`src/include/crbt_params.svh`:
```
// constants for the capture/reload/baud timer block
// assumes a single 200 MHz clock; included by bare name from the core files
`ifndef CRBT_PARAMS_SVH
`define CRBT_PARAMS_SVH

// register bus geometry
`define CRBT_AW 5
`define CRBT_DW 8
`define CRBT_NUM_TIMERS 3

// per-timer byte offsets, timer index sits in address bits 4:3
`define CRBT_OFF_CNT_LO 3'h0
`define CRBT_OFF_CNT_HI 3'h1
`define CRBT_OFF_HOLD_LO 3'h2
`define CRBT_OFF_HOLD_HI 3'h3
`define CRBT_OFF_CTL 3'h4
// system configuration register address
`define CRBT_ADDR_SYSCFG 5'h18

// timer control register bit positions
`define CRBT_CTL_OVF 7
`define CRBT_CTL_EXT 6
`define CRBT_CTL_RXB 5
`define CRBT_CTL_TXB 4
`define CRBT_CTL_EXEN 3
`define CRBT_CTL_RUN 2
`define CRBT_CTL_SRC 1
`define CRBT_CTL_CPRL 0

// system configuration bit positions
`define CRBT_SYS_T0_SLOW 0
`define CRBT_SYS_T1_SLOW 1
`define CRBT_SYS_EDGE_RISE 2
`define CRBT_SYS_EDGE_FALL 3
`define CRBT_SYS_T2_PCLK 4

// reset values
`define CRBT_CTL_RST 8'h00
`define CRBT_SYSCFG_RST 8'h08
`define CRBT_BYTE_ZERO 8'h00

// counter limits
`define CRBT_COUNT_MAX 16'hffff
`define CRBT_COUNT_ONE 16'h0001

// prescaler terminal counts: crystal /2, crystal /32, peripheral clock /4
`define CRBT_XTAL_FAST_LAST 5'h01
`define CRBT_XTAL_SLOW_LAST 5'h1f
`define CRBT_PCLK_LAST 3'h7
`define CRBT_PRE_ONE 5'h01
`define CRBT_PCLK_ONE 3'h1

// uart sixteen-fold sub-divider
`define CRBT_BAUD_SUB_LAST 4'hf
`define CRBT_BAUD_SUB_ONE 4'h1

`endif

```
`src/include/crbt_pkg.sv`:
```
// types shared by the timer block files
// no constants here; numbers live in crbt_params.svh
package crbt_pkg;

   // operating mode, gray coded along off -> reload -> capture -> baud
   typedef enum logic [1:0] {
      CRBT_MODE_OFF = 2'h0,
      CRBT_MODE_RELOAD = 2'h1,
      CRBT_MODE_CAPTURE = 2'h3,
      CRBT_MODE_BAUD = 2'h2
   } crbt_mode_e;

   typedef logic [15:0] crbt_count_t;

endpackage

```
`src/core/crbt_prescaler.sv`:
```
// prescaler producing the internal count enables
// assumes clk is the crystal clock; peripheral clock is crystal /2 here
`timescale 1ns/10ps
`default_nettype none
`include "crbt_params.svh"

module crbt_prescaler (
   input wire logic clk,
   input wire logic rst,
   output logic tickXtalFast,
   output logic tickXtalSlow,
   output logic tickPclk
);

   logic [4:0] xtalCnt_q, xtalCnt_d; // free running crystal divider
   logic [2:0] pclkCnt_q, pclkCnt_d; // peripheral clock /4 divider
   logic fast_d, slow_d, pclk_d;

   // next divider values and terminal-count pulses
   always_comb begin
      xtalCnt_d = xtalCnt_q + `CRBT_PRE_ONE;
      pclkCnt_d = pclkCnt_q + `CRBT_PCLK_ONE;
      // lowest divider bit toggles every cycle, so it marks every other cycle
      fast_d = xtalCnt_q[0];
      slow_d = (xtalCnt_q == `CRBT_XTAL_SLOW_LAST);
      pclk_d = (pclkCnt_q == `CRBT_PCLK_LAST);
   end

   // pulses registered so every consumer sees a clean one-cycle enable
   always_ff @(posedge clk or posedge rst) begin
      if (rst) begin
         xtalCnt_q <= 5'h00;
         pclkCnt_q <= 3'h0;
         tickXtalFast <= 1'b0;
         tickXtalSlow <= 1'b0;
         tickPclk <= 1'b0;
      end else begin
         xtalCnt_q <= xtalCnt_d;
         pclkCnt_q <= pclkCnt_d;
         tickXtalFast <= fast_d;
         tickXtalSlow <= slow_d;
         tickPclk <= pclk_d;
      end
   end

endmodule
`default_nettype wire

```
`src/core/crbt_pin_sync.sv`:
```
// event pin synchroniser with selectable edge detection
// assumes the pin is asynchronous to clk
`timescale 1ns/10ps
`default_nettype none
`include "crbt_params.svh"

module crbt_pin_sync (
   input wire logic clk,
   input wire logic rst,
   input wire logic pinIn,
   input wire logic riseEn,
   input wire logic fallEn,
   output logic validEdge
);

   logic s1_q, s2_q, s3_q; // three-stage synchroniser
   logic level_q, level_d; // filtered level, moves only when stages 2 and 3 agree
   logic edge_d;

   // filter and edge decision; stage 1 is read by stage 2 only
   always_comb begin
      level_d = (s2_q == s3_q) ? s3_q : level_q;
      edge_d = (riseEn && level_d && !level_q) || (fallEn && !level_d && level_q);
   end

   // pin idles high, so reset to one to avoid a false falling edge
   always_ff @(posedge clk or posedge rst) begin
      if (rst) begin
         s1_q <= 1'b1;
         s2_q <= 1'b1;
         s3_q <= 1'b1;
         level_q <= 1'b1;
         validEdge <= 1'b0;
      end else begin
         s1_q <= pinIn;
         s2_q <= s1_q;
         s3_q <= s2_q;
         level_q <= level_d;
         validEdge <= edge_d;
      end
   end

endmodule
`default_nettype wire

```
`src/core/crbt_timers.sv`:
```
// three 16-bit capture / auto-reload / baud timers with a byte register port
// assumes one clock, asynchronous reset, and a uart that takes the tick outputs
//
// Contract
// [RULE1] three independent 16-bit counters, two bytes each
// [RULE2] each timer owns a 16-bit hold register pair
// [RULE3] count source internal clock or external transitions
// [RULE4] internal rates crystal /2, /32, or peripheral /4
// [RULE5] timer 0 edge select: none, rise, fall, both
// [RULE6] timers 1 and 2 count falling edges only
// [RULE7] capture mode overflow sets overflow flag
// [RULE8] capture trigger copies counter into hold bytes
// [RULE9] capture trigger sets external flag
// [RULE10] reload mode overflow sets flag and reloads
// [RULE11] reload trigger reloads counter and sets flag
// [RULE12] baud selects make overflows clock the uart
// [RULE13] baud mode rollover reloads from hold pair
// [RULE14] baud rate is rate over sixteen periods
// [RULE15] baud mode overflow never sets overflow flag
// [RULE16] baud mode trigger sets external flag
// [RULE17] run bit counts when one, stops otherwise
// [RULE18] baud select forces reload, else select chooses
// [RULE19] hardware only sets flags, software clears them
// [RULE20] source select zero timer, one event counter
// [RULE21] overflow is wrap to zero, one pulse
//
// Local design decisions: the register offsets and the address-and-strobe port.
`timescale 1ns/10ps
`default_nettype none
`include "crbt_params.svh"

module crbt_timers (
   input wire logic clk,
   input wire logic rst,
   input wire logic [`CRBT_AW-1:0] addr,
   input wire logic [`CRBT_DW-1:0] wdata,
   input wire logic wrStb,
   input wire logic rdStb,
   output logic [`CRBT_DW-1:0] rdata,
   input wire logic [`CRBT_NUM_TIMERS-1:0] eventInputPin,
   output logic [`CRBT_NUM_TIMERS-1:0] overflowFlag,
   output logic [`CRBT_NUM_TIMERS-1:0] externalFlag,
   output logic [`CRBT_NUM_TIMERS-1:0] overflowPulse,
   output logic rxBaudTick,
   output logic txBaudTick,
   output logic rxBitTick,
   output logic txBitTick
);

   // register state
   crbt_pkg::crbt_count_t count_q [`CRBT_NUM_TIMERS]; // count_high_byte:count_low_byte
   crbt_pkg::crbt_count_t count_d [`CRBT_NUM_TIMERS];
   crbt_pkg::crbt_count_t hold_q [`CRBT_NUM_TIMERS]; // hold_high_byte:hold_low_byte
   crbt_pkg::crbt_count_t hold_d [`CRBT_NUM_TIMERS];
   logic [7:0] ctl_q [`CRBT_NUM_TIMERS]; // timer_control_reg per timer
   logic [7:0] ctl_d [`CRBT_NUM_TIMERS];
   logic [7:0] sysCfg_q, sysCfg_d; // system_config_two
   logic [`CRBT_DW-1:0] rdata_d;
   logic [`CRBT_NUM_TIMERS-1:0] ovfPulse_d;
   logic rxTick_d, txTick_d, rxBit_d, txBit_d;
   logic [3:0] rxSub_q, rxSub_d, txSub_q, txSub_d; // uart sixteen-fold dividers

   // per-timer decode results, also read by the checks
   crbt_pkg::crbt_mode_e mode [`CRBT_NUM_TIMERS];
   logic [`CRBT_NUM_TIMERS-1:0] intTick; // selected internal rate
   logic [`CRBT_NUM_TIMERS-1:0] extEdge; // qualified pin transition
   logic [`CRBT_NUM_TIMERS-1:0] cntTick; // counting enable
   logic [`CRBT_NUM_TIMERS-1:0] wrap; // counter wraps this cycle
   logic [`CRBT_NUM_TIMERS-1:0] trig; // external capture/reload trigger
   logic [`CRBT_NUM_TIMERS-1:0] swCntWr, swHoldWr, swCtlWr;
   logic [`CRBT_NUM_TIMERS-1:0] edgeRise, edgeFall;
   logic tickFast, tickSlow, tickPclk;

   // address match of one timer register
   function automatic logic hitReg(input logic [`CRBT_AW-1:0] a, input int t,
                                   input logic [2:0] off);
      hitReg = (a[4:3] == t[1:0]) && (a[2:0] == off);
   endfunction

   // mode from the control byte; baud select overrides capture/reload select
   function automatic crbt_pkg::crbt_mode_e modeOf(input logic [7:0] c);
      if (!c[`CRBT_CTL_RUN])
         modeOf = crbt_pkg::CRBT_MODE_OFF; // [RULE17]
      else if (c[`CRBT_CTL_RXB] || c[`CRBT_CTL_TXB])
         modeOf = crbt_pkg::CRBT_MODE_BAUD; // [RULE18] [RULE12]
      else if (c[`CRBT_CTL_CPRL])
         modeOf = crbt_pkg::CRBT_MODE_CAPTURE; // [RULE18]
      else
         modeOf = crbt_pkg::CRBT_MODE_RELOAD;
   endfunction

   // shared rate enables
   crbt_prescaler prescale (
      .clk(clk),
      .rst(rst),
      .tickXtalFast(tickFast),
      .tickXtalSlow(tickSlow),
      .tickPclk(tickPclk)
   );

   // edge qualifiers: timer 0 programmable, the others falling only
   always_comb begin
      edgeRise = {1'b0, 1'b0, sysCfg_q[`CRBT_SYS_EDGE_RISE]}; // [RULE5] [RULE6]
      edgeFall = {1'b1, 1'b1, sysCfg_q[`CRBT_SYS_EDGE_FALL]}; // [RULE5] [RULE6]
   end

   // one synchroniser per event pin
   genvar g;
   generate
      for (g = 0; g < `CRBT_NUM_TIMERS; g++) begin : gSync
         crbt_pin_sync sync (
            .clk(clk),
            .rst(rst),
            .pinIn(eventInputPin[g]),
            .riseEn(edgeRise[g]),
            .fallEn(edgeFall[g]),
            .validEdge(extEdge[g])
         );
      end
   endgenerate

   // decode: rates, tick, wrap, trigger and software write hits
   always_comb begin
      intTick[0] = sysCfg_q[`CRBT_SYS_T0_SLOW] ? tickSlow : tickFast; // [RULE4]
      intTick[1] = sysCfg_q[`CRBT_SYS_T1_SLOW] ? tickSlow : tickFast; // [RULE4]
      intTick[2] = sysCfg_q[`CRBT_SYS_T2_PCLK] ? tickPclk : tickFast; // [RULE4]
      for (int i = 0; i < `CRBT_NUM_TIMERS; i++) begin
         mode[i] = modeOf(ctl_q[i]);
         // the same pin both counts and triggers; that is the only input it has
         cntTick[i] = ctl_q[i][`CRBT_CTL_SRC] ? extEdge[i] : intTick[i]; // [RULE3] [RULE20]
         cntTick[i] = cntTick[i] && ctl_q[i][`CRBT_CTL_RUN]; // [RULE17]
         wrap[i] = cntTick[i] && (count_q[i] == `CRBT_COUNT_MAX); // [RULE21]
         trig[i] = ctl_q[i][`CRBT_CTL_RUN] && ctl_q[i][`CRBT_CTL_EXEN] && extEdge[i];
         swCntWr[i] = wrStb && (hitReg(addr, i, `CRBT_OFF_CNT_LO) ||
                                hitReg(addr, i, `CRBT_OFF_CNT_HI));
         swHoldWr[i] = wrStb && (hitReg(addr, i, `CRBT_OFF_HOLD_LO) ||
                                 hitReg(addr, i, `CRBT_OFF_HOLD_HI));
         swCtlWr[i] = wrStb && hitReg(addr, i, `CRBT_OFF_CTL);
      end
   end

   // timer next state: counting, reload, capture, flags and software writes
   always_comb begin
      for (int i = 0; i < `CRBT_NUM_TIMERS; i++) begin
         count_d[i] = count_q[i];
         hold_d[i] = hold_q[i];
         ctl_d[i] = ctl_q[i];
         ovfPulse_d[i] = wrap[i]; // [RULE21]
         if (cntTick[i])
            count_d[i] = count_q[i] + `CRBT_COUNT_ONE; // [RULE1]
         // capture mode lets the counter roll on to zero
         if (wrap[i] && mode[i] != crbt_pkg::CRBT_MODE_CAPTURE)
            count_d[i] = hold_q[i]; // [RULE10] [RULE13]
         if (trig[i] && mode[i] == crbt_pkg::CRBT_MODE_RELOAD)
            count_d[i] = hold_q[i]; // [RULE11]
         if (trig[i] && mode[i] == crbt_pkg::CRBT_MODE_CAPTURE)
            hold_d[i] = count_q[i]; // [RULE8] [RULE2]
         // software byte writes take precedence over hardware data updates
         if (swCntWr[i] && addr[0])
            count_d[i][15:8] = wdata;
         else if (swCntWr[i])
            count_d[i][7:0] = wdata;
         if (swHoldWr[i] && addr[0])
            hold_d[i][15:8] = wdata;
         else if (swHoldWr[i])
            hold_d[i][7:0] = wdata;
         if (swCtlWr[i])
            ctl_d[i] = wdata; // writing zero to a flag clears it
         // hardware sets after the write so a same-cycle event is never lost
         if (wrap[i] && mode[i] != crbt_pkg::CRBT_MODE_BAUD)
            ctl_d[i][`CRBT_CTL_OVF] = 1'b1; // [RULE7] [RULE10] [RULE15] [RULE19]
         if (trig[i])
            ctl_d[i][`CRBT_CTL_EXT] = 1'b1; // [RULE9] [RULE11] [RULE16] [RULE19]
      end
   end

   // uart clocking: overflow pulses of baud timers, then divide by sixteen
   always_comb begin
      rxTick_d = 1'b0;
      txTick_d = 1'b0;
      for (int i = 0; i < `CRBT_NUM_TIMERS; i++) begin
         // two timers on one direction add pulses; software must avoid that
         rxTick_d = rxTick_d || (wrap[i] && ctl_q[i][`CRBT_CTL_RXB]); // [RULE12]
         txTick_d = txTick_d || (wrap[i] && ctl_q[i][`CRBT_CTL_TXB]); // [RULE12]
      end
      rxSub_d = rxTick_d ? rxSub_q + `CRBT_BAUD_SUB_ONE : rxSub_q;
      txSub_d = txTick_d ? txSub_q + `CRBT_BAUD_SUB_ONE : txSub_q;
      rxBit_d = rxTick_d && (rxSub_q == `CRBT_BAUD_SUB_LAST); // [RULE14]
      txBit_d = txTick_d && (txSub_q == `CRBT_BAUD_SUB_LAST); // [RULE14]
   end

   // system config write and registered read mux; unmapped reads give zero
   always_comb begin
      sysCfg_d = sysCfg_q;
      if (wrStb && addr == `CRBT_ADDR_SYSCFG)
         sysCfg_d = wdata;
      rdata_d = `CRBT_BYTE_ZERO;
      if (rdStb && addr == `CRBT_ADDR_SYSCFG)
         rdata_d = sysCfg_q;
      else if (rdStb && addr[4:3] != 2'h3) begin
         unique case (addr[2:0])
            `CRBT_OFF_CNT_LO: rdata_d = count_q[addr[4:3]][7:0];
            `CRBT_OFF_CNT_HI: rdata_d = count_q[addr[4:3]][15:8];
            `CRBT_OFF_HOLD_LO: rdata_d = hold_q[addr[4:3]][7:0];
            `CRBT_OFF_HOLD_HI: rdata_d = hold_q[addr[4:3]][15:8];
            `CRBT_OFF_CTL: rdata_d = ctl_q[addr[4:3]];
            default: rdata_d = `CRBT_BYTE_ZERO;
         endcase
      end
   end

   // state registers
   always_ff @(posedge clk or posedge rst) begin
      if (rst) begin
         for (int i = 0; i < `CRBT_NUM_TIMERS; i++) begin
            count_q[i] <= 16'h0000;
            hold_q[i] <= 16'h0000;
            ctl_q[i] <= `CRBT_CTL_RST;
         end
         sysCfg_q <= `CRBT_SYSCFG_RST;
         rdata <= `CRBT_BYTE_ZERO;
         overflowPulse <= 3'h0;
         rxBaudTick <= 1'b0;
         txBaudTick <= 1'b0;
         rxBitTick <= 1'b0;
         txBitTick <= 1'b0;
         rxSub_q <= 4'h0;
         txSub_q <= 4'h0;
      end else begin
         count_q <= count_d;
         hold_q <= hold_d;
         ctl_q <= ctl_d;
         sysCfg_q <= sysCfg_d;
         rdata <= rdata_d;
         overflowPulse <= ovfPulse_d;
         rxBaudTick <= rxTick_d;
         txBaudTick <= txTick_d;
         rxBitTick <= rxBit_d;
         txBitTick <= txBit_d;
         rxSub_q <= rxSub_d;
         txSub_q <= txSub_d;
      end
   end

   // flags leave straight from the control flops
   always_comb begin
      for (int i = 0; i < `CRBT_NUM_TIMERS; i++) begin
         overflowFlag[i] = ctl_q[i][`CRBT_CTL_OVF];
         externalFlag[i] = ctl_q[i][`CRBT_CTL_EXT];
      end
   end

   // per-timer checks
   generate
      for (g = 0; g < `CRBT_NUM_TIMERS; g++) begin : gChk
         count_step_a: assert property (@(posedge clk) disable iff (rst) // [RULE1]
            (cntTick[g] && !wrap[g] && !trig[g] && !swCntWr[g])
            |=> count_q[g] == $past(count_q[g]) + `CRBT_COUNT_ONE)
            else $error("counter did not step by one");
         capture_ovf_a: assert property (@(posedge clk) disable iff (rst) // [RULE7]
            (wrap[g] && mode[g] == crbt_pkg::CRBT_MODE_CAPTURE && !swCntWr[g])
            |=> ctl_q[g][`CRBT_CTL_OVF] && count_q[g] == 16'h0000)
            else $error("capture overflow flag or wrap wrong");
         capture_copy_a: assert property (@(posedge clk) disable iff (rst) // [RULE8]
            (trig[g] && mode[g] == crbt_pkg::CRBT_MODE_CAPTURE && !swHoldWr[g])
            |=> hold_q[g] == $past(count_q[g]))
            else $error("capture did not copy counter");
         ext_flag_a: assert property (@(posedge clk) disable iff (rst) // [RULE9]
            trig[g] |=> ctl_q[g][`CRBT_CTL_EXT])
            else $error("external flag not set");
         reload_load_a: assert property (@(posedge clk) disable iff (rst) // [RULE10]
            (wrap[g] && mode[g] == crbt_pkg::CRBT_MODE_RELOAD && !swCntWr[g])
            |=> count_q[g] == $past(hold_q[g]) && ctl_q[g][`CRBT_CTL_OVF])
            else $error("auto reload failed");
         baud_noflag_a: assert property (@(posedge clk) disable iff (rst) // [RULE15]
            (wrap[g] && mode[g] == crbt_pkg::CRBT_MODE_BAUD && !swCtlWr[g]
             && !ctl_q[g][`CRBT_CTL_OVF]) |=> !ctl_q[g][`CRBT_CTL_OVF])
            else $error("baud overflow set the flag");
         stop_hold_a: assert property (@(posedge clk) disable iff (rst) // [RULE17]
            (!ctl_q[g][`CRBT_CTL_RUN] && !swCntWr[g]) |=> $stable(count_q[g]))
            else $error("stopped timer moved");
         flag_sticky_a: assert property (@(posedge clk) disable iff (rst) // [RULE19]
            (ctl_q[g][`CRBT_CTL_OVF] && !swCtlWr[g]) |=> ctl_q[g][`CRBT_CTL_OVF])
            else $error("overflow flag cleared by hardware");
         ovf_pulse_a: assert property (@(posedge clk) disable iff (rst) // [RULE21]
            wrap[g] |=> overflowPulse[g] ##1 (!overflowPulse[g] || $past(wrap[g])))
            else $error("overflow pulse missing");
      end
   endgenerate

endmodule
`default_nettype wire

```
`config.mk`:
```
export PLATFORM = sky130hd
export DESIGN_NAME = crbt_timers
export DESIGN_NICKNAME = d
export VERILOG_FILES = /design/src/include/crbt_pkg.sv /design/src/core/crbt_prescaler.sv /design/src/core/crbt_pin_sync.sv /design/src/core/crbt_timers.sv
export VERILOG_INCLUDE_DIRS = /design/src /design/src/include
export SDC_FILE = /design/constraint.sdc
export NUM_CORES = 1
export LEC_CHECK = 0
export BUFFER_PORTS_ARGS = -buffer_cell sky130_fd_sc_hd__buf_2
export CAP_MARGIN = 30
export CORE_MARGIN = 2
export CORE_UTILIZATION = 30
export DETAILED_ROUTE_END_ITERATION = 16
export PLACE_DENSITY = 0.57
export RECOVER_POWER = 50
export REMOVE_ABC_BUFFERS = 1
export SLEW_MARGIN = 20
export SYNTH_ARGS = -nofsm -noshare
export SYNTH_HDL_FRONTEND = slang
export SYNTH_HIERARCHICAL = 1
export SYNTH_SLANG_ARGS = --single-unit
```
`constraint.sdc`:
```
create_clock -name clk -period 9.6 [get_ports clk]
set_input_delay 0.48 -clock clk [delete_from_list [all_inputs] [get_ports clk]]
set_output_delay 0.48 -clock clk [all_outputs]
set_load 0.01 [all_outputs]
```
# Word-level counts from Yosys, hierarchy flattened
# Cells that the tools add are included.
[totals]
inputBits = 20
elab_cells = 261
ff_bits = 177
[op_classes]
n_bitwise = 1
add_sub_neg = 7
n_reduce_logical = 103
mux = 69
eq_ne = 30
magnitude_cmp = 1
[op_table]
columns = ["operator", "n"]
rows = [
  ["$mux 16", 16],
  ["$mux 8", 25],
  ["$logic_and 1x1->1", 71],
  ["$bmux 16 s2", 2],
  ["$add 16x1->16 const B", 3],
  ["$eq 16x16->1 const B", 3],
  ["$pmux 8 s5", 1],
  ["$mux 2", 9],
  ["$reduce_bool 2->1", 9],
  ["$bmux 8 s2", 1],
  ["$mux 1", 15],
  ["$logic_or 1x1->1", 14],
  ["$ne 2x2->1 const B", 7],
  ["$reduce_bool 4->1", 3],
  ["$eq 5x5->1 const B", 2],
  ["$add 4x1->4 const B", 2],
  ["$eq 2x1->1 const B", 4],
  ["$eq 2x2->1 const B", 4],
  ["$eq 4x4->1 const B", 2],
  ["$eq 3x2->1 const B", 2],
  ["$eq 3x3->1 const B", 2],
  ["$add 5x1->5 const B", 1],
  ["$logic_not 1->1", 4],
  ["$add 3x1->3 const B", 1],
  ["6 further kinds", 8],
]

# Longest topological paths before layout
# Gate-level depths: netlist of the first run.
[logic_depth]
word_depth = 9
ltp_mapped = 9

# By module
# The synthesis of the first run kept the hierarchy.
[modules_own_cells]
columns = ["module", "seq_area_each_um2", "area_per_inst_um2", "n_inst", "cells_per_inst"]
rows = [
  ["crbt_timers", 3779.9, 9191.3, 1, 1001],
  ["crbt_pin_sync", 130.1, 170.2, 3, 10],
  ["crbt_prescaler", 275.3, 371.6, 1, 22],
]

# Least setup slack after synthesis of the first run
# OpenSTA, ideal clock, no wires.
[synth_path]
kind = "reg2reg"
start = "reg sysCfg_q[1]"
end = "reg rxSub_q[1]"
stages_incl_launch_ff = 6
path_buffers = 0
arrival_time_ns = 1.843
synth_period_minus_slack_ns = 1.970
slack_ns = 7.630
required_time_ns = 9.472
path_cell_list = "dfrtp_1 -> mux2_2 -> o211ai_4 -> nor4_4 -> a221o_2 -> mux2_1"
[synth_via]
elab_chain_cells = 7
[synth_rtl]
columns = ["element", "line", "rtl"]
rows = [
  ["start, declared", "crbt_timers.sv:57", "logic [7:0] sysCfg_q, sysCfg_d;"],
  ["start signal, assigned", "crbt_timers.sv:220", "sysCfg_q <= `CRBT_SYSCFG_RST;"],
  ["start signal, assigned", "crbt_timers.sv:233", "sysCfg_q <= sysCfg_d;"],
  ["$mux 1", "crbt_timers.sv:125", "intTick[1] = sysCfg_q[`CRBT_SYS_T1_SLOW] ? tickSlow : tickFast;"],
  ["$mux 1", "crbt_timers.sv:130", "cntTick[i] = ctl_q[i][`CRBT_CTL_SRC] ? extEdge[i] : intTick[i];"],
  ["$logic_and 1x1->1", "crbt_timers.sv:131", "cntTick[i] = cntTick[i] && ctl_q[i][`CRBT_CTL_RUN];"],
  ["$logic_and 1x1->1", "crbt_timers.sv:132", "wrap[i] = cntTick[i] && (count_q[i] == `CRBT_COUNT_MAX);"],
  ["named net ovfPulse_d[1]", "crbt_timers.sv:59", "logic [`CRBT_NUM_TIMERS-1:0] ovfPulse_d;"],
  ["$logic_and 1x1->1", "crbt_timers.sv:183", "rxTick_d = rxTick_d || (wrap[i] && ctl_q[i][`CRBT_CTL_RXB]);"],
  ["$logic_or 1x1->1 (2 in a row)", "crbt_timers.sv:183", ""],
  ["named net rxTick_d", "crbt_timers.sv:60", "logic rxTick_d, txTick_d, rxBit_d, txBit_d;"],
  ["end signal, assigned", "crbt_timers.sv:240", "rxSub_q <= rxSub_d;"],
  ["end, declared", "crbt_timers.sv:61", "logic [3:0] rxSub_q, rxSub_d, txSub_q, txSub_d;"],
]
# The timed path passes the listed nets, and every way through them passes these cells.
# A chain may end at the register's enable or synchronous reset.

# Final worst setup path of the first run
[layout_path]
start = "in addr[4]"
end = "reg rdata[3]"
[layout_via]
elab_chain_cells = 7
[layout_rtl]
columns = ["element", "line", "rtl"]
rows = [
  ["start, declared", "crbt_timers.sv:35", "input wire logic [`CRBT_AW-1:0] addr,"],
  ["$not 2->3 (implied by the code)", "-", ""],
  ["$bmux 8 s2 (tied with other cells)", "crbt_timers.sv:206", "`CRBT_OFF_CTL: rdata_d = ctl_q[addr[4:3]];"],
  ["$mux 8 (implied by the code) (tied with other cells) (2 in a row)", "crbt_timers.sv:206", ""],
  ["$pmux 8 s5", "crbt_timers.sv:201", "unique case (addr[2:0])"],
  ["$mux 8", "crbt_timers.sv:200", "else if (rdStb && addr[4:3] != 2'h3) begin"],
  ["$mux 8 *", "crbt_timers.sv:198", "if (rdStb && addr == `CRBT_ADDR_SYSCFG)"],
  ["named net rdata_d[3]", "crbt_timers.sv:58", "logic [`CRBT_DW-1:0] rdata_d;"],
  ["end signal, assigned", "crbt_timers.sv:221", "rdata <= `CRBT_BYTE_ZERO;"],
  ["end signal, assigned", "crbt_timers.sv:234", "rdata <= rdata_d;"],
  ["end, declared", "crbt_timers.sv:39", "output logic [`CRBT_DW-1:0] rdata,"],
]
# The timed path passes the listed nets; every way through them passes the cells marked *. The select of a mux whose other input is x is not followed.

==> summary by stage, run 1 <==
Floorplanning
The die is 187 µm tall. The core area is 33300 µm². The initial utilization of the core area, before any placement, comes to 0.303. The number of placement rows is 67.

In this run the horizontal extent of the chip is 187 µm. The number of I/O pins is 41. The die covers 35100 µm².

Placed design
The pre-CTS setup slack is 6830 ps. Routability-driven placement finished with a final weighted congestion of 0.907. Detailed placement ended at an HPWL of 21.0 mm. The count of port buffers added during placement is 40.

GRT
The wire length of the first global-routing pass is 47.2 mm. The number of antenna violations at the first check in global routing came to 0. The global route total overflow is 0. The number of global-route vias before repair came to 7802. Entering global routing, the biggest net connects 91 pins. Across every metal layer, demand over resource in global routing totals 0.175.

Routing
The iteration count of the initial detailed-routing pass is 8. The vias after detailed routing is 8070. Once detail routing completed, the nets flagged for antenna violations numbered 0. The DRC violation count after routing is 0. The mean number of vias per cell is 5.32. For this block, the routed nets add up to 30.3 mm of wire.

After the first detailed-routing iteration, the DRC count stood at 672. The final routed wire length divided by cell count is 20.0 µm.

Run status
The final reports fail on capacitance limit, slew limit. The run finished, with violations left.

Yosys
Yosys mapped a number of flops with a built-in enable equal to 0. The average instance in the mapped netlist occupies 9.57 µm². The xor and xnor fraction of the mapped netlist area is 0.0426. After synthesis the netlist holds a flip-flop and latch count of 177. Of the total synthesized cell area, the portion taken by AND, OR, NAND and NOR gates is 0.164. Of the synthesized area, sequential elements account for 0.441. The compound-gate portion of the synthesized area is 0.150. The post-synthesis cell area is 10100 µm². The count of warnings emitted by yosys is 6. The number of different library cells used by synthesis comes to 71. The synthesized-area fraction occupied by adder cells is 0.0145. After synthesis, the share of flip-flops with an asynchronous set or reset is 1.00.

Measured against the total synthesized area, the mux share comes to 0.150. Synthesis handed over a netlist of 1053 instances. By area, the combinational part of the netlist is dominated by simple AND/OR/NAND/NOR gates. The dominant synthesized flop cell is dfrtp_1.

Final layout
The top cell types in the final layout, fill and taps aside, are dfrtp_1, nand2_1, mux2i_1, nor2_1, a21oi_1. The sequential cell area is 4450 µm². Summing all multi-input logic gate instances after layout gives 5240 µm². The layout filler cell count is 3438.

The final layout contains 1084 nets. The number of antenna diodes in the final layout is 0. Leaving out fill and tap cells, the most frequent cell in the layout is dfrtp_1. The area growth from synthesis to layout is 11.2%. Of the cells placed in the final design, the portion with a size suffix greater than 1 is 0.117.

The final core utilization is 0.337.

Clocking
The number of buffers added by the clock tree synthesis step is 17. Clock-pin slew was measured on the worst setup and hold paths at 60 ps. Post-CTS timing repair inserted 0 buffers for setup.

The number of gates resized after CTS was 0. The number of H-tree levels is 4. The clock sink count is 177. The TritonCTS clock tree is built. The master cell of the clock root buffer is clkbuf_16. The deepest clock path buffer count is 2. The clock latency of the later-clocked register in the worst-skew pair is 440 ps. The number of buffers inserted by hold repair at cts is 0.

Pwr
For this design the static power due to leakage is 4.46 nW. After layout, the design draws a total of 2.57 mW. Power spread over the standard cell area amounts to 229 nW/µm².

The worst supply voltage drop on vdd is 130 µV.

Critical path
The largest fanout on the critical path is 48. The worst endpoint data arrival time is 4610 ps. The maximum cell stage delay along the critical path is 2320 ps. STA classifies the critical path startpoint as an input port. STA puts the critical path data required time at 9950 ps.

Walking the worst path, the cells encountered are buf_2 > clkbuf_1 > nand2_1 > nor4_1 > buf_4 > a22oi_1 > o21ai_0. The category of the worst setup path capture point is a flop. The slowest stage of the critical path is the clkbuf_1 cell. In this design, the largest share of critical-path delay is due to buffers and inverters.

The critical path in this run is classified as in2reg. The number of buffer and inverter stages on the critical path is 3.

STA
Setup slack on the critical path of the routed design comes to 5340 ps. The number of endpoints with negative hold slack in the final report is 0. At the pin with the least slew margin, the transition time is 4150 ps. The final count of pins violating max slew came to 141.

The final-layout setup total negative slack is 0 ps. Setup violations remaining at the end of the flow were counted as 0. Setup repair after global routing left no endpoint under its margin.

Timing would allow up to 234 MHz. Of the available clock period, the critical path in the final layout requires 0.444. Across the routed clock network, the largest skew measured is 13.8 ps. The clock period minus final worst setup slack is 4260 ps. Measured against its own limit, the worst slew margin works out to -1.78.

Run
The tool flagged a number of max-cap violations equal to 3.

Hold path
The worst hold path belongs to the class in2async.
==> cell type report <==
cell class / count / share of cell area
multi-input combinational: 797 / 0.467
sequential: 177 / 0.397
tap: 448 / 0.0500
clock buffer: 21 / 0.0420
timing repair buffer: 50 / 0.0218
clock inverter: 11 / 0.0179
inverter: 12 / 0.00413
==> worst reg2reg max path, cell delays in order (launching register included) <==
cell,delay (ps)
dfrtp_1,510
and4_1,300
nand3_2,120
nor4_1,1200
a21oi_4,440
o221ai_1,340
o21ai_0,140
==> through the flow <==
| step | hold WS, ps | instances | instance area [µm²] |
|---|---|---|---|
| global route | 73.9 | 1516 | 11200 |
| global placement | 346 | 1484 | 10600 |
| floorplan | 256 | 986 | 9760 |
| finish | 36.8 | 1516 | 11200 |
| CTS | 8.34 | 1516 | 11300 |
| detailed placement | 347 | 1484 | 10600 |
==> Yosys cell counts (all sizes together), types with 9 or more instances <==
master  count  area share
inv        12      0.0045
dfstp      13       0.034
o21ai      80       0.040
buf        26       0.016
nor4        9      0.0092
xor2       18       0.016
ha          9       0.011
nor3       20       0.011
mux2       33       0.037
clkbuf     43       0.016
nor2       94       0.035
a22oi      13      0.0097
nand2     117       0.044
a211oi     21       0.016
mux2i     114        0.11
nand4      18       0.013
a21oi      88       0.045
xnor2      31       0.027
dfrtp     164        0.41
nand3      37       0.019
==> layer usage <==
layer  global-route usage  vias up  share of wire
met4               0.0537        0          0.018
li1                     -     3774              -
met5                    0        -              0
met3               0.0319       32          0.056
met1                0.239     4021           0.46
met2                0.281      243           0.47
==> final timing paths <==
kind / endpoint / slack [ps] / cells after the start / from
max: rdata[3] / 5340 / 7 / addr[4]
min: gSync[1].sync/validEdge / 40 / 2 / rst
max reg2reg: count_q[31] / 6430 / 6 / count_q[25]
min reg2reg: gSync[0].sync/s2_q / 360 / 0 / gSync[0].sync/s1_q
max in group asynchronous: hold_q[40] / 6070 / 3 / rst
min in group clk: gSync[1].sync/s1_q / 140 / 1 / eventInputPin[1]
==> sequential cells by signal, indices dropped and copies added, names as in the netlist <==
name	flops
hold_q	48
prescale/xtalCnt_q	5
gSync.sync/s1_q	3
rxSub_q	4
prescale/tickXtalFast	1
prescale/pclkCnt_q	3
overflowFlag	3
txBaudTick	1
sysCfg_q	8
ctl_q	18
rxBitTick	1
prescale/tickPclk	1
prescale/tickXtalSlow	1
rxBaudTick	1
externalFlag	3
gSync.sync/s3_q	3
gSync.sync/s2_q	3
rdata	8
overflowPulse	3
gSync.sync/level_q	3
txSub_q	4
txBitTick	1
gSync.sync/validEdge	3
count_q	48
==> logic make-up after synthesis <==
| kind of cell | count (synthesis) |
|---|---|
| AOI/OAI and AO/OA | 245 |
| muxes | 147 |
| buffers and inverters | 81 |
| DFF | 177 |
| adders and majority gates | 12 |
| and+or+nand+nor | 340 |
| xor gates and xnor gates | 49 |
| other | 2 |
==> where the power goes <==
group / total [mW] / leakage (nW) / internal [mW] / switching [mW]
registers: 1.21 / 2.09 / 0.918 / 0.295
clock network: 0.803 / 0.326 / 0.487 / 0.317
logic: 0.553 / 2.04 / 0.255 / 0.299
total: 2.57 / 4.46 / 1.66 / 0.911
No activity file was read; power rests on OpenSTA's default activity.
==> run 2, diff against run 1 <==
ABC_AREA = 1   (was not set)
PLACE_DENSITY = 0.58   (was 0.57)
clock period = 3.8 ns   (was 9.6 ns; I/O delays follow)
==> summary by stage, run 2 <==
Critical path
The largest fanout on the critical path came to 21 (-56%). The kind of start point of the critical path is a flop. The worst endpoint data arrival time is 2730 ps (-1880 ps). The kind of critical path is reg2reg. The worst setup path is captured at a flop. The length in cells of the worst reg-to-reg path came to 12 (+6).

The required time of the critical path came to 4180 ps (-5770 ps).

Yosys
Ranked by instance count, the synthesized netlist is headed by nand2_1, nand3_1, inv_1. The number of enable-type register cells in the synthesized netlist was 0 (unchanged). The number of synthesized register bits is 177 (unchanged). In the synthesized netlist the dominant register cell turns out to be dfrtp_1. The share of Yosys cell area claimed by the top area cell type is 0.374 (-0.0337). By area the synthesized netlist is led by dfrtp_1, nand2_1, nand3_1, inv_1, o21ai_0. The post-synthesis cell area is 11000 µm² (+9.0%). The gate count of the mapped netlist is 1545 (+47%). The count of warnings emitted by yosys came to 6 (unchanged). The share of async-settable or async-resettable flops after synthesis is 1.00 (unchanged). The number of distinct standard cells referenced by the synthesized netlist was 43 (-39%).

The cell taking the most area after synthesis is dfrtp_1. The average footprint of a synthesized cell was 7.11 µm² (-26%). In the post-synthesis netlist, the cell with the most instances is nand2_1. The proportion of synthesized chip area in sequential cells is 0.405 (-0.0365).

Placed design
The count of port buffers added during placement was 40 (unchanged). The placed cell area is 11500 µm² (+8.3%). The final weighted congestion of routability-driven global placement is 0.986 (+8.8%). The cell count after placement is 2003 (+35%).

The HPWL reported at the end of detailed placement came to 29.4 mm (+40%).

Run
The max-capacitance violation count was 1 (-2).

STA
The transition time at the pin with the least slew margin is 1480 ps (-2680 ps). The final count of pins violating max slew is 0 (-100%). The final period utilization is 0.618. The worst clock skew came to 13.5 ps (-0.234 ps). The number of endpoints with negative hold slack in the final report was 0 (unchanged). The clock period minus final worst setup slack is 2350 ps. The maximum operating frequency is 426 MHz.

Setup repair after global routing left no endpoint under its margin. The final hold slack is 117 ps (+80.5 ps). The relative slew slack is 0.00994 (+1.79). The number of setup violations in the final report came to 0 (unchanged).

Clocking
The clock-pin transition on the worst setup and hold timing paths is 90 ps (+30 ps). The number of buffers added by the clock tree synthesis step was 17 (unchanged). The number of buffers inserted by post-CTS setup repair is 0 (unchanged).

The count of cells resized by post-cts repair is 0 (unchanged). The deepest clock path buffer count came to 2 (unchanged). TritonCTS built the clock tree. The clock sink count was 177 (unchanged). The clock latency of the later-clocked register in the worst-skew pair was 460 ps (+20 ps). The number of buffers inserted by hold repair at cts is 4 (+4). The number of H-tree levels was 4 (unchanged). The tree is rooted in a clkbuf_16.

Floorplanning
The number of placement rows was 70 (+4.5%). The die boundary width is 195 µm (+4.3%). The height of the chip came to 195 µm (+4.3%). The starting density of the core is 0.302 (-0.000546). The number of I/O pins is 41 (unchanged). The area of the die is 38200 µm² (+8.8%). The core area is 36300 µm² (+9.2%).

Pwr
The power density over the cells is 585 nW/µm² (+150%). The total leakage power is 5.88 nW (+32%). The worst supply voltage drop on vdd is 227 µV (+75%).

Final layout
The final standard cell area without fillers is 12200 µm² (+8.9%). The final non-filler cell total is 2041 (+35%). The fraction of final layout cells with drive strength greater than 1 is 0.112 (-0.00508).

The number of nets in the layout was 1588 (+46%). The area overhead of the layout relative to synthesis is 11.1%. The largest registers in the layout are count_q (48), hold_q (48), ctl_q (18). In the layout the commonest cells are nand2_1, nand3_1, inv_1, dfrtp_1, nor2_1. The leading cell type in the layout, fill and taps excluded is nand2_1.

GRT
The number of antenna violations at the first check in global routing was 1 (+1). The number of global-route vias before repair is 10200 (+30%). The maximum number of pins on one net before global-route repair is 90 (-1.1%). The global route total overflow is 0 (unchanged). The overall global routing resource usage was 0.210 (+0.0349). The wire length of the first global-routing pass was 60.7 mm (+29%).

Routing
The mean number of vias per cell is 5.24 (-1.5%). The vias after detailed routing is 10700 (+33%). The number of nets with antenna violations after routing came to 0 (unchanged). The number of DRC markers after the initial detailed-route iteration is 1354 (+100%). The iteration count of the initial detailed-routing pass was 6 (-2). The DRC violation count after routing came to 0 (unchanged). The final routed wire length divided by cell count is 19.5 µm (-2.8%). The total detailed-routing wirelength came to 39.7 mm (+31%).

Run status
The run finished, with violations left. The final reports fail on capacitance limit.

Hold path
The path category of the worst min-delay check is in2reg. The worst hold path was traced through 3 stages.
==> run 2: cell types whose count changed in the layout (fill, tap and decap cells not counted), sizes merged, moves of 16 or more <==
cell    previous run  this run
nand2            117       481
nand3             37       234
inv               13       203
mux2i            114         0
a21oi             88        24
o21ai             80       119
mux2              33         0
xnor2             31         3
clkbuf            44        19
nor2              94       119
a211oi            21         0
buf               27        44
o221ai             2        19
a31oi              1        17
==> run 2: report_power, final <==
| part | total (mW) | switching, mW | internal (mW) |
|---|---|---|---|
| clock network | 1.94 | 0.973 | 0.968 |
| registers | 3.06 | 0.670 | 2.39 |
| logic | 2.13 | 1.42 | 0.711 |
==> run 2: kinds of logic (layout without fill, tap and decap cells) <==
group,Yosys count,count (layout),share of synthesized area
XOR/XNOR,18,18,0.0144
AO/OA/AOI/OAI,215,215,0.113
buffers and inverters,258,283,0.0993
AND/OR/NAND/NOR,866,866,0.358
adder cells (fa/ha/maj),9,9,0.0103
flip-flops,177,177,0.405
other,2,5,0.000684
==> run 2: layout make-up <==
type,instances,area [µm²]
clock buffer,17,425
tap,468,586
multi-input combinational,1112,5450
sequential,177,4450
clock inverter,15,215
antenna,1,2.50
inverter,201,756
timing repair buffer,50,315
fill,3866,24100
==> run 2: per-stage QoR <==
step	power (mW)	util	setup TNS [ps]	setup slack (ps)
6_report	7.13	0.336	0	1450
5_1_grt	7.54	0.336	0	1280
4_1_cts	7.09	0.335	0	1490
3_5_place_dp	5.15	0.316	0	1400
3_3_place_gp	5.12	0.316	0	1380
2_1_floorplan	4.30	-	-67960	-453
==> run 2: worst max-delay path, cell delays in order (launching register included) <==
cell	delay (ps)
dfrtp_1	380
inv_1	130
nor2_1	60
nor2_1	90
nand2_1	310
inv_2	440
nand2_1	90
nor2_1	100
buf_4	170
nand2_1	50
nand3_1	230
nand3_1	120
nor2_1	110
==> run 2: path summary, 6_finish.rpt <==
check                                    from                 endpoint  slack [ps]
max                                  ctl_q[9]                txBitTick        1450
min                                  wdata[0]              count_q[24]         120
max reg2reg                          ctl_q[9]                txBitTick        1450
min reg2reg                gSync[2].sync/s1_q       gSync[2].sync/s2_q         360
max in group asynchronous                 rst              count_q[47]        2140
min in group asynchronous                 rst  gSync[0].sync/validEdge         280
==> run 2: routing by layer <==
| metal | part of all wire | wire [µm] | global-route usage | vias to the layer above |
|---|---|---|---|---|
| met4 | 0.031 | 1240 | 0.0752 | 0 |
| met2 | 0.45 | 17700 | 0.326 | 435 |
| met5 | 0 | 0 | 0 | - |
| li1 | - | - | - | 5050 |
| met1 | 0.44 | 17500 | 0.288 | 5131 |
| met3 | 0.082 | 3270 | 0.0461 | 82 |
